$ cat src/hdl/tcs_cfg.svh
`ifndef TCS_CFG_SVH
`define TCS_CFG_SVH
// ----------------------------------------
// register map (word index == byte offset / 4)
// ----------------------------------------
`define TCS_ADDR_W 8
`define TCS_OFF_RUN 8'h00
`define TCS_OFF_SYNC 8'h04
`define TCS_OFF_IRQ_STAT 8'h08
`define TCS_OFF_IRQ_MASK 8'h0C
`define TCS_OFF_CH_BASE 8'h40
`define TCS_CH_STRIDE_SH 4
// per-channel sub-offsets, within a 16-byte window
`define TCS_SUB_CNT 4'h0
`define TCS_SUB_CTRL 4'h4
`define TCS_SUB_GRA 4'h8
`define TCS_SUB_GRB 4'hC
// registers C and D of channels 0 and 3 live in a second window
`define TCS_OFF_BUF_BASE 8'hC0
`define TCS_BSUB_GRC 4'h0
`define TCS_BSUB_GRD 4'h4
// ----------------------------------------
// per-channel control word fields
// ----------------------------------------
`define TCS_CTL_CLR_LSB 0
`define TCS_CTL_EXT_BIT 3
`define TCS_CTL_BUFA_BIT 4
`define TCS_CTL_BUFB_BIT 5
`define TCS_CTL_CAPA_BIT 6
`define TCS_CTL_CAPB_BIT 7
`define TCS_CTL_OUT_BIT 8
`define TCS_CTL_INIT_BIT 9
`define TCS_CTL_ACTA_LSB 10
`define TCS_CTL_ACTB_LSB 12
// ----------------------------------------
// reset values
// ----------------------------------------
`define TCS_RST_RUN 6'h00
`define TCS_RST_SYNC 6'h00
`define TCS_RST_CNT 16'h0000
`define TCS_RST_GR 16'hFFFF
`define TCS_BUF_CH0 0
`define TCS_BUF_CH1 3
`endif

$ cat src/hdl/tcs_pkg.sv
package tcs_pkg;
	// counter clearing source
	typedef enum logic [2:0] {
		TCS_CLR_NONE = 3'h0,
		TCS_CLR_GRA = 3'h1,
		TCS_CLR_GRB = 3'h2,
		TCS_CLR_SYNC = 3'h3
	} tcs_clr_t;
	// compare-match pin action
	typedef enum logic [1:0] {
		TCS_ACT_KEEP = 2'h0,
		TCS_ACT_LOW = 2'h1,
		TCS_ACT_HIGH = 2'h2,
		TCS_ACT_TOGGLE = 2'h3
	} tcs_act_t;
	// per-channel control word
	typedef struct packed {
		tcs_act_t act_b;
		tcs_act_t act_a;
		logic init_lvl;
		logic pin_out;
		logic cap_b;
		logic cap_a;
		logic buf_b;
		logic buf_a;
		logic ext_cnt;
		tcs_clr_t clr;
	} tcs_ctl_t;
	// register bus request
	typedef struct packed {
		logic wr;
		logic rd;
		logic [7:0] addr;
		logic [15:0] wdata;
	} tcs_bus_t;
	// one channel's state
	typedef struct packed {
		logic [15:0] cnt;
		logic [15:0] gra;
		logic [15:0] grb;
		logic [15:0] grc;
		logic [15:0] grd;
		tcs_ctl_t ctl;
		logic pin;
		logic [2:0] ev_q;
	} tcs_ch_t;
	// whole module state
	typedef struct packed {
		tcs_ch_t [5:0] ch;
		logic [5:0] run;
		logic [5:0] sync;
		logic [17:0] stat;
		logic [17:0] mask;
		logic [15:0] rdata;
		logic irq;
		logic [5:0] pin_o;
		logic [5:0] pin_oe;
	} tcs_state_t;
endpackage

$ cat src/hdl/tcs_timer.sv
`timescale 1ns/1ps
`include "tcs_cfg.svh"
// Contract
// - general registers are 16-bit compare or capture
// - four registers on 0,3; two elsewhere
// - C buffers A, D buffers B
// - general registers accessed as whole words
// - run register bits start/stop channels, reset 0
// - stopping keeps current compare output level
// - control write while stopped drives initial level
// - sync select bits group channels, reset 0
// - counter write presets all grouped counters
// - sync clear needs sync bit and source
// - up-count free-run, periodic, external events
// - counters reset to zero, word access
// - wrap sets overflow flag, keeps counting
module tcs_timer import tcs_pkg::*; #(
	parameter int NCH = 6
) (
	input wire logic i_clk,
	input wire logic i_rst_n,
	input wire logic [7:0] i_addr,
	input wire logic [15:0] i_wdata,
	input wire logic i_wr,
	input wire logic i_rd,
	input wire logic [5:0] i_pin,
	input wire logic [5:0] i_ext_clk,
	output logic [15:0] o_rdata,
	output logic o_irq,
	output logic [5:0] o_pin_o,
	output logic [5:0] o_pin_oe
);
	// ----------------------------------------
	// helpers
	// ----------------------------------------
	// true for the channels that own registers C and D
	function automatic logic has_buf(input int c);
		has_buf = (c == `TCS_BUF_CH0) || (c == `TCS_BUF_CH1);
	endfunction

	// true when the address falls in channel c's window
	function automatic logic chan_sel(input logic [7:0] a, input int c);
		chan_sel = (a[7:4] == 4'(4 + c));
	endfunction

	// new pin level from a compare action
	function automatic logic pin_act(input tcs_act_t a, input logic p);
		case (a)
			TCS_ACT_LOW: pin_act = 1'b0;
			TCS_ACT_HIGH: pin_act = 1'b1;
			TCS_ACT_TOGGLE: pin_act = ~p;
			default: pin_act = p;
		endcase
	endfunction

	// ----------------------------------------
	// input synchronisers (pins are asynchronous)
	// ----------------------------------------
	logic [5:0] pin_s1_q; // first stage, read only by second
	logic [5:0] pin_s2_q;
	logic [5:0] ext_s1_q;
	logic [5:0] ext_s2_q;
	// sync stages run apart from the state struct to keep stage one private
	always_ff @(posedge i_clk) begin
		if (!i_rst_n) begin
			pin_s1_q <= 6'h00;
			pin_s2_q <= 6'h00;
			ext_s1_q <= 6'h00;
			ext_s2_q <= 6'h00;
		end else begin
			pin_s1_q <= i_pin;
			pin_s2_q <= pin_s1_q;
			ext_s1_q <= i_ext_clk;
			ext_s2_q <= ext_s1_q;
		end
	end

	// ----------------------------------------
	// state
	// ----------------------------------------
	tcs_state_t st_q; // registered state apart from the input synchronisers
	tcs_state_t st_d; // next state
	tcs_bus_t bus; // bundled bus request
	logic [5:0] clr_ev; // per-channel clearing event this cycle
	logic [5:0] pre_hit; // per-channel counter write seen
	logic sync_clr; // any grouped channel clearing on its own source
	logic sync_pre; // write hit a grouped counter
	logic [15:0] pre_val; // preset value

	assign bus = '{wr: i_wr, rd: i_rd, addr: i_addr, wdata: i_wdata};

	// ----------------------------------------
	// next-state logic
	// ----------------------------------------
	always_comb begin
		logic [3:0] sub;
		logic [2:0] idx;
		logic hit_a;
		logic hit_b;
		logic edge_a;
		logic edge_b;
		logic tick;
		logic [15:0] nxt;
		logic [17:0] set_v;
		set_v = 18'h00000;
		sub = 4'h0;
		idx = 3'h0;
		hit_a = 1'b0;
		hit_b = 1'b0;
		edge_a = 1'b0;
		edge_b = 1'b0;
		tick = 1'b0;
		nxt = 16'h0000;
		st_d = st_q;
		clr_ev = 6'h00;
		pre_hit = 6'h00;
		sync_clr = 1'b0;
		sync_pre = 1'b0;
		pre_val = bus.wdata;

		// pass 1: find counter writes and own-source clears
		for (int c = 0; c < NCH; c++) begin
			if (bus.wr && bus.addr == (`TCS_OFF_CH_BASE + 8'(c << `TCS_CH_STRIDE_SH) + 8'(`TCS_SUB_CNT))) begin
				pre_hit[c] = 1'b1;
			end
			hit_a = st_q.run[c] && !st_q.ch[c].ctl.cap_a && (st_q.ch[c].cnt == st_q.ch[c].gra);
			hit_b = st_q.run[c] && !st_q.ch[c].ctl.cap_b && (st_q.ch[c].cnt == st_q.ch[c].grb);
			// capture edges: both edges on A, rising on B
			edge_a = st_q.run[c] && st_q.ch[c].ctl.cap_a && (st_q.ch[c].ev_q[1] != pin_s2_q[c]);
			edge_b = st_q.run[c] && st_q.ch[c].ctl.cap_b && pin_s2_q[c] && !st_q.ch[c].ev_q[1];
			if ((st_q.ch[c].ctl.clr == TCS_CLR_GRA && (hit_a || edge_a))
				|| (st_q.ch[c].ctl.clr == TCS_CLR_GRB && (hit_b || edge_b))) begin
				clr_ev[c] = 1'b1;
			end
		end
		// a lone grouped channel acts as independent
		sync_clr = |(clr_ev & st_q.sync) && ($countones(st_q.sync) > 1);
		sync_pre = |(pre_hit & st_q.sync) && ($countones(st_q.sync) > 1);

		// pass 2: per-channel update
		for (int c = 0; c < NCH; c++) begin
			hit_a = st_q.run[c] && !st_q.ch[c].ctl.cap_a && (st_q.ch[c].cnt == st_q.ch[c].gra);
			hit_b = st_q.run[c] && !st_q.ch[c].ctl.cap_b && (st_q.ch[c].cnt == st_q.ch[c].grb);
			edge_a = st_q.run[c] && st_q.ch[c].ctl.cap_a && (st_q.ch[c].ev_q[1] != pin_s2_q[c]);
			edge_b = st_q.run[c] && st_q.ch[c].ctl.cap_b && pin_s2_q[c] && !st_q.ch[c].ev_q[1];
			st_d.ch[c].ev_q = {st_q.ch[c].ev_q[1], pin_s2_q[c], ext_s2_q[c]};
			// external mode counts rising edges, else every clock
			tick = st_q.ch[c].ctl.ext_cnt ? (ext_s2_q[c] && !st_q.ch[c].ev_q[0]) : 1'b1;
			nxt = st_q.ch[c].cnt + 16'h0001;
			if (st_q.run[c] && tick) begin
				st_d.ch[c].cnt = nxt;
				if (st_q.ch[c].cnt == 16'hFFFF) begin
					set_v[c] = 1'b1;
				end
			end
			// clears override counting
			if (clr_ev[c] || (sync_clr && st_q.sync[c] && st_q.ch[c].ctl.clr == TCS_CLR_SYNC)) begin
				st_d.ch[c].cnt = `TCS_RST_CNT;
			end
			// compare outputs and buffer transfers
			if (hit_a) begin
				set_v[6 + 2 * c] = 1'b1;
				st_d.ch[c].pin = pin_act(st_q.ch[c].ctl.act_a, st_q.ch[c].pin);
				if (has_buf(c) && st_q.ch[c].ctl.buf_a) begin
					st_d.ch[c].gra = st_q.ch[c].grc;
				end
			end
			if (hit_b) begin
				set_v[7 + 2 * c] = 1'b1;
				st_d.ch[c].pin = pin_act(st_q.ch[c].ctl.act_b, hit_a ? st_d.ch[c].pin : st_q.ch[c].pin);
				if (has_buf(c) && st_q.ch[c].ctl.buf_b) begin
					st_d.ch[c].grb = st_q.ch[c].grd;
				end
			end
			// capture
			if (edge_a) begin
				set_v[6 + 2 * c] = 1'b1;
				st_d.ch[c].gra = st_q.ch[c].cnt;
				if (has_buf(c) && st_q.ch[c].ctl.buf_a) begin
					st_d.ch[c].grc = st_q.ch[c].gra;
				end
			end
			if (edge_b) begin
				set_v[7 + 2 * c] = 1'b1;
				st_d.ch[c].grb = st_q.ch[c].cnt;
				if (has_buf(c) && st_q.ch[c].ctl.buf_b) begin
					st_d.ch[c].grd = st_q.ch[c].grb;
				end
			end
			// software preset wins, and spreads to the group
			if (pre_hit[c] || (sync_pre && st_q.sync[c])) begin
				st_d.ch[c].cnt = pre_val;
			end
		end

		// register writes (whole 16-bit words only)
		if (bus.wr) begin
			if (bus.addr == `TCS_OFF_RUN) begin
				st_d.run = bus.wdata[5:0];
			end
			if (bus.addr == `TCS_OFF_SYNC) begin
				st_d.sync = bus.wdata[5:0];
			end
			for (int c = 0; c < NCH; c++) begin
				sub = bus.addr[3:0];
				idx = 3'(c);
				if (chan_sel(bus.addr, c)) begin
					case (sub)
						`TCS_SUB_CTRL: begin
							st_d.ch[c].ctl = tcs_ctl_t'(bus.wdata[13:0]);
							if (!st_q.run[c]) begin
								st_d.ch[c].pin = bus.wdata[`TCS_CTL_INIT_BIT];
							end
						end
						`TCS_SUB_GRA: st_d.ch[c].gra = bus.wdata;
						`TCS_SUB_GRB: st_d.ch[c].grb = bus.wdata;
						default: ;
					endcase
				end
				if (has_buf(c) && bus.addr == (`TCS_OFF_BUF_BASE + 8'(c << `TCS_CH_STRIDE_SH) + 8'(`TCS_BSUB_GRC))) begin
					st_d.ch[c].grc = bus.wdata;
				end
				if (has_buf(c) && bus.addr == (`TCS_OFF_BUF_BASE + 8'(c << `TCS_CH_STRIDE_SH) + 8'(`TCS_BSUB_GRD))) begin
					st_d.ch[c].grd = bus.wdata;
				end
			end
		end

		// write-one-to-clear status, a same-cycle event always wins
		st_d.stat = st_q.stat | set_v;
		if (bus.wr && bus.addr == `TCS_OFF_IRQ_STAT) begin
			st_d.stat = (st_q.stat & ~{2'b00, bus.wdata}) | set_v;
		end
		// status holds six overflows and twelve A/B match flags; mask bits 17:16 stay zero, only bits 15:0 are writable
		if (bus.wr && bus.addr == `TCS_OFF_IRQ_MASK) begin
			st_d.mask = {2'b00, bus.wdata};
		end

		// read mux, data valid in the next cycle only
		st_d.rdata = 16'h0000;
		if (bus.rd) begin
			case (bus.addr)
				`TCS_OFF_RUN: st_d.rdata = {10'h000, st_q.run};
				`TCS_OFF_SYNC: st_d.rdata = {10'h000, st_q.sync};
				`TCS_OFF_IRQ_STAT: st_d.rdata = st_q.stat[15:0];
				`TCS_OFF_IRQ_MASK: st_d.rdata = st_q.mask[15:0];
				default: begin
					for (int c = 0; c < NCH; c++) begin
						if (chan_sel(bus.addr, c)) begin
							case (bus.addr[3:0])
								`TCS_SUB_CNT: st_d.rdata = st_q.ch[c].cnt;
								`TCS_SUB_CTRL: st_d.rdata = {2'b00, 14'(st_q.ch[c].ctl)};
								`TCS_SUB_GRA: st_d.rdata = st_q.ch[c].gra;
								`TCS_SUB_GRB: st_d.rdata = st_q.ch[c].grb;
								default: st_d.rdata = 16'h0000;
							endcase
						end
						if (has_buf(c) && bus.addr == (`TCS_OFF_BUF_BASE + 8'(c << `TCS_CH_STRIDE_SH))) begin
							st_d.rdata = st_q.ch[c].grc;
						end
						if (has_buf(c) && bus.addr == (`TCS_OFF_BUF_BASE + 8'(c << `TCS_CH_STRIDE_SH) + 8'h04)) begin
							st_d.rdata = st_q.ch[c].grd;
						end
					end
				end
			endcase
		end

		// registered outputs; a stopped channel's pin level moves only on a control write
		for (int c = 0; c < NCH; c++) begin
			st_d.pin_o[c] = st_d.ch[c].pin;
			st_d.pin_oe[c] = st_d.ch[c].ctl.pin_out;
		end
		st_d.irq = |(st_d.stat[15:0] & st_d.mask[15:0]);
	end

	// ----------------------------------------
	// state register
	// ----------------------------------------
	always_ff @(posedge i_clk) begin
		if (!i_rst_n) begin
			st_q <= '0;
			for (int c = 0; c < NCH; c++) begin
				st_q.ch[c].gra <= `TCS_RST_GR;
				st_q.ch[c].grb <= `TCS_RST_GR;
				st_q.ch[c].grc <= `TCS_RST_GR;
				st_q.ch[c].grd <= `TCS_RST_GR;
			end
		end else begin
			st_q <= st_d;
		end
	end

	assign o_rdata = st_q.rdata;
	assign o_irq = st_q.irq;
	assign o_pin_o = st_q.pin_o;
	assign o_pin_oe = st_q.pin_oe;
endmodule

$ cat config.mk
export PLATFORM = sky130hd
export DESIGN_NAME = tcs_timer
export DESIGN_NICKNAME = d
export VERILOG_FILES = /design/src/hdl/tcs_pkg.sv /design/src/hdl/tcs_timer.sv
export VERILOG_INCLUDE_DIRS = /design/src /design/src/hdl
export SDC_FILE = /design/constraint.sdc
export NUM_CORES = 2
export LEC_CHECK = 0
export BUFFER_PORTS_ARGS = -buffer_cell sky130_fd_sc_hd__buf_2
export CAP_MARGIN = 20
export CELL_PAD_IN_SITES_DETAIL_PLACEMENT = 1
export CELL_PAD_IN_SITES_GLOBAL_PLACEMENT = 2
export CORE_ASPECT_RATIO = 0.8
export CORE_MARGIN = 4
export CORE_UTILIZATION = 40
export CTS_BUF_LIST = sky130_fd_sc_hd__clkbuf_4
export DETAILED_ROUTE_END_ITERATION = 10
export PLACE_DENSITY = 0.88
export SYNTH_ARGS = -nofsm -noshare
export SYNTH_HDL_FRONTEND = slang
export SYNTH_SLANG_ARGS = --single-unit
$ cat constraint.sdc
create_clock -name i_clk -period 5.79 [get_ports i_clk]
set_input_delay 0.2895 -clock i_clk [delete_from_list [all_inputs] [get_ports i_clk]]
set_output_delay 0.2895 -clock i_clk [all_outputs]
set_load 0.02 [all_outputs]
==> impl_metrics.ini <==
[setup_path]
critPathKind = register to register
slowest_stage = fa_1
start_kind = register
end_kind = register
critPathMaxFanout = 17
path_cells = fa_1, inv_1, fa_1, nand2b_1, fa_1, nand2_1, and3_1, o21a_1, nor3_4, buf_4, nand2_1, or2_1, o211a_1
cpMostUsedCell = fa_1
cpLargestDelayFamily = simple AND/OR/NAND/NOR gates
cp_num_buf_inv = 2
rrSetupSlack_ns = 0.91
required_ns = 6.75
max_stage_delay_ns = 0.57
arrival_ns = 5.83

[logic_synthesis]
yosysMostFrequentCell = nand2_1
synth_edf_count = 0
synth_top_cell_by_area = dfxtp_1
netlist.area_leader.share_pct = 33.5
synthFlopType = dfxtp_1
synth-seq-area-share_pct = 33.5
postSynthAreaPerCell_sq_um = 7.56
yosysWarnings = 0
synth_nets = 4311
ys_top_cells_by_area = dfxtp_1, nand2_1, o21ai_0
synthCells = 4262
ys_async_sr_fraction_pct = 0
synthTopCellsByCount = nand2_1, dfxtp_1, clkbuf_1
ys_types = 82
netlist_area_sq_um = 32200
ys_ff_latch = 539

[routing]
num_vias = 34200
drt_iter0_drc = 4573
routed_wl_um = 149000
vias_per_cell = 6.41
wire_per_inst_um = 27.9
drc = 0
drtAntennaViolNets = 0
firstDrtPassIters = 7

[placement]
place_hpwl_um = 100000
port-buffer-count = 68
routabilityCongestion = 1.01
dp_slack_ns = 1.03

[power]
power.total_mw = 8.16
clkPwrFrac_pct = 47.3
peakVddDrop_mv = 0.139
pwr-share-seq_pct = 45.7
power.density_nw_per_um2 = 230
combPwrFrac_pct = 6.9
p_sw_mw = 2.29
swShare_pct = 28.0
internal_power_mw = 5.87
p_leak_nw = 13.6

[timing]
fin_ws_ns = 0.914
timing.hold.ws_ns = 0.120
rsz0062_at_grt = false
tightest_slew_ns = 1.19
clock_skew_ns = 0.0730
slew_headroom_pct = 20.8
fmax_mhz = 205
fin_crit_sh_pct = 84.2
setup_violations = 0
setup_tns_ns = 0
slew_violations = 0
hold_violations = 0
fin_crit_ns = 4.88

[cells_and_area]
syn2layout_area_growth_pct = 10.0
final_core_util_pct = 44.7
fin_nets = 4232
drive_gt1_share_pct = 11.7

[die]
fp.coreArea_sq_um = 79300
dieHeight_um = 262
num_io_pins = 69
start_util_pct = 40.6
die_w_um = 325
fp-row-count = 92
die_area_sq_um = 85100

[clocking]
cts_buffers = 154
clk_latency_ns = 1.07
path_clk_slew_ns = 0.07
cts_sinks = 539
htreeDepth = 4
clock-root-buffer = clkbuf_4
cts_tree = yes
postCtsSetupBuffers = 0
hold_buffers = 50
clock_path_buffers = 3
cts_resized = 0

[global_routing]
grt_pass1_wl_um = 220000
grt_busiest_layer = met2
overflow = 0
grt_start_max_net_pins = 186
grt_util_met3_pct = 9.93
groute.usage.overall_pct = 34.0
grt.met1_usage_pct = 47.6
grt_pass1_vias = 32700
antenna_found_initial = 7
gr-usage-met2_pct = 48.1

[worst_hold_path]
min_path_type = input port to register

[flow_run]
maxCapViolCount = 0

[run_status]
status = complete, no violations
==> power groups by stage <==
stage | combinational, mW | sequential, mW | clock, mW
3_5_place_dp | 0.510 | 3.82 | 0
2_1_floorplan | 0.277 | 3.81 | 0
5_1_grt | 0.571 | 3.73 | 4.14
6_report | 0.565 | 3.73 | 3.86
4_1_cts | 0.537 | 3.73 | 3.92
3_3_place_gp | 0.508 | 3.82 | 0
==> path summary, 6_finish.rpt <==
path                           from                      to  cells after the start
max reg2reg   st_q[68]$_SDFFE_PN0P_  st_q[160]$_SDFFE_PN0P_                     13
min                    i_ext_clk[3]  ext_s1_q[3]$_SDFF_PN0_                      3
min reg2reg  pin_s1_q[4]$_SDFF_PN0_  pin_s2_q[4]$_SDFF_PN0_                      1
max           st_q[68]$_SDFFE_PN0P_  st_q[160]$_SDFFE_PN0P_                     13
==> metrics by stage <==
step                      cells  instance area [sq um]
after floorplan            4262                  32200
after detailed placement   5004                  32700
after global routing       5342                  35400
after CTS                  5331                  35300
final                      5345                  35400
after global placement     5003                  32700
==> cell type report <==
type                       count  area [sq um]
antenna                        7          17.5
clock buffer                 230          1730
clock inverter                47           302
fill                        9803         43900
inverter                      57           214
multi-input combinational   3216         19400
sequential                   539         10800
tap                         1034          1290
timing repair buffer         215          1710
==> placed cells by master (no fill, tap or decap), drive strengths merged, types with 44 or more instances in the layout <==
master / count
xnor2: 118
nor3: 51
inv: 58
nand3: 249
nand4: 44
buf: 165
a221oi: 45
clkbuf: 230
nand2: 1005
o211ai: 138
nor2b: 48
and3: 46
nor2: 165
a21oi: 137
dlygate4sd3: 50
dfxtp: 539
a21boi: 115
a22oi: 61
xor2: 82
o21ai: 311
mux2i: 99
mux4: 51
and2: 66
==> flip-flops by register name, indices dropped and copies added (netlist names) <==
name / count
o_irq: 1
o_pin_o: 5
pin_s1_q: 6
pin_s2_q: 6
st_q: 482
ext_s1_q: 6
ext_s2_q: 6
o_rdata: 16
st_d: 6
o_pin_oe: 5
==> cell families (layout without fill, tap and decap cells) <==
family / after synthesis / after routing / synth area share, %
xor gates and xnor gates: 200 / 200 / 5.44
DFF: 539 / 539 / 33.5
and+or+nand+nor: 1768 / 1768 / 24.5
adders and majority gates: 9 / 9 / 0.420
AOI/OAI and AO/OA: 1089 / 1089 / 23.0
other: 0 / 7 / 0
buffers and inverters: 507 / 549 / 6.53
muxes: 150 / 150 / 6.64
==> worst min-delay path, delay by kind of cell <==
family,cells,cell delay [ns]
buf+inv,2,0.61
simple gates,1,0.18
==> metal layers <==
layer | share of wire [%] | routed length [um]
met5 | 0 | 0
met4 | 4.6 | 6840
met3 | 12 | 18000
met2 | 40 | 60000
met1 | 43 | 64200
(Power assumes the default switching activity.)
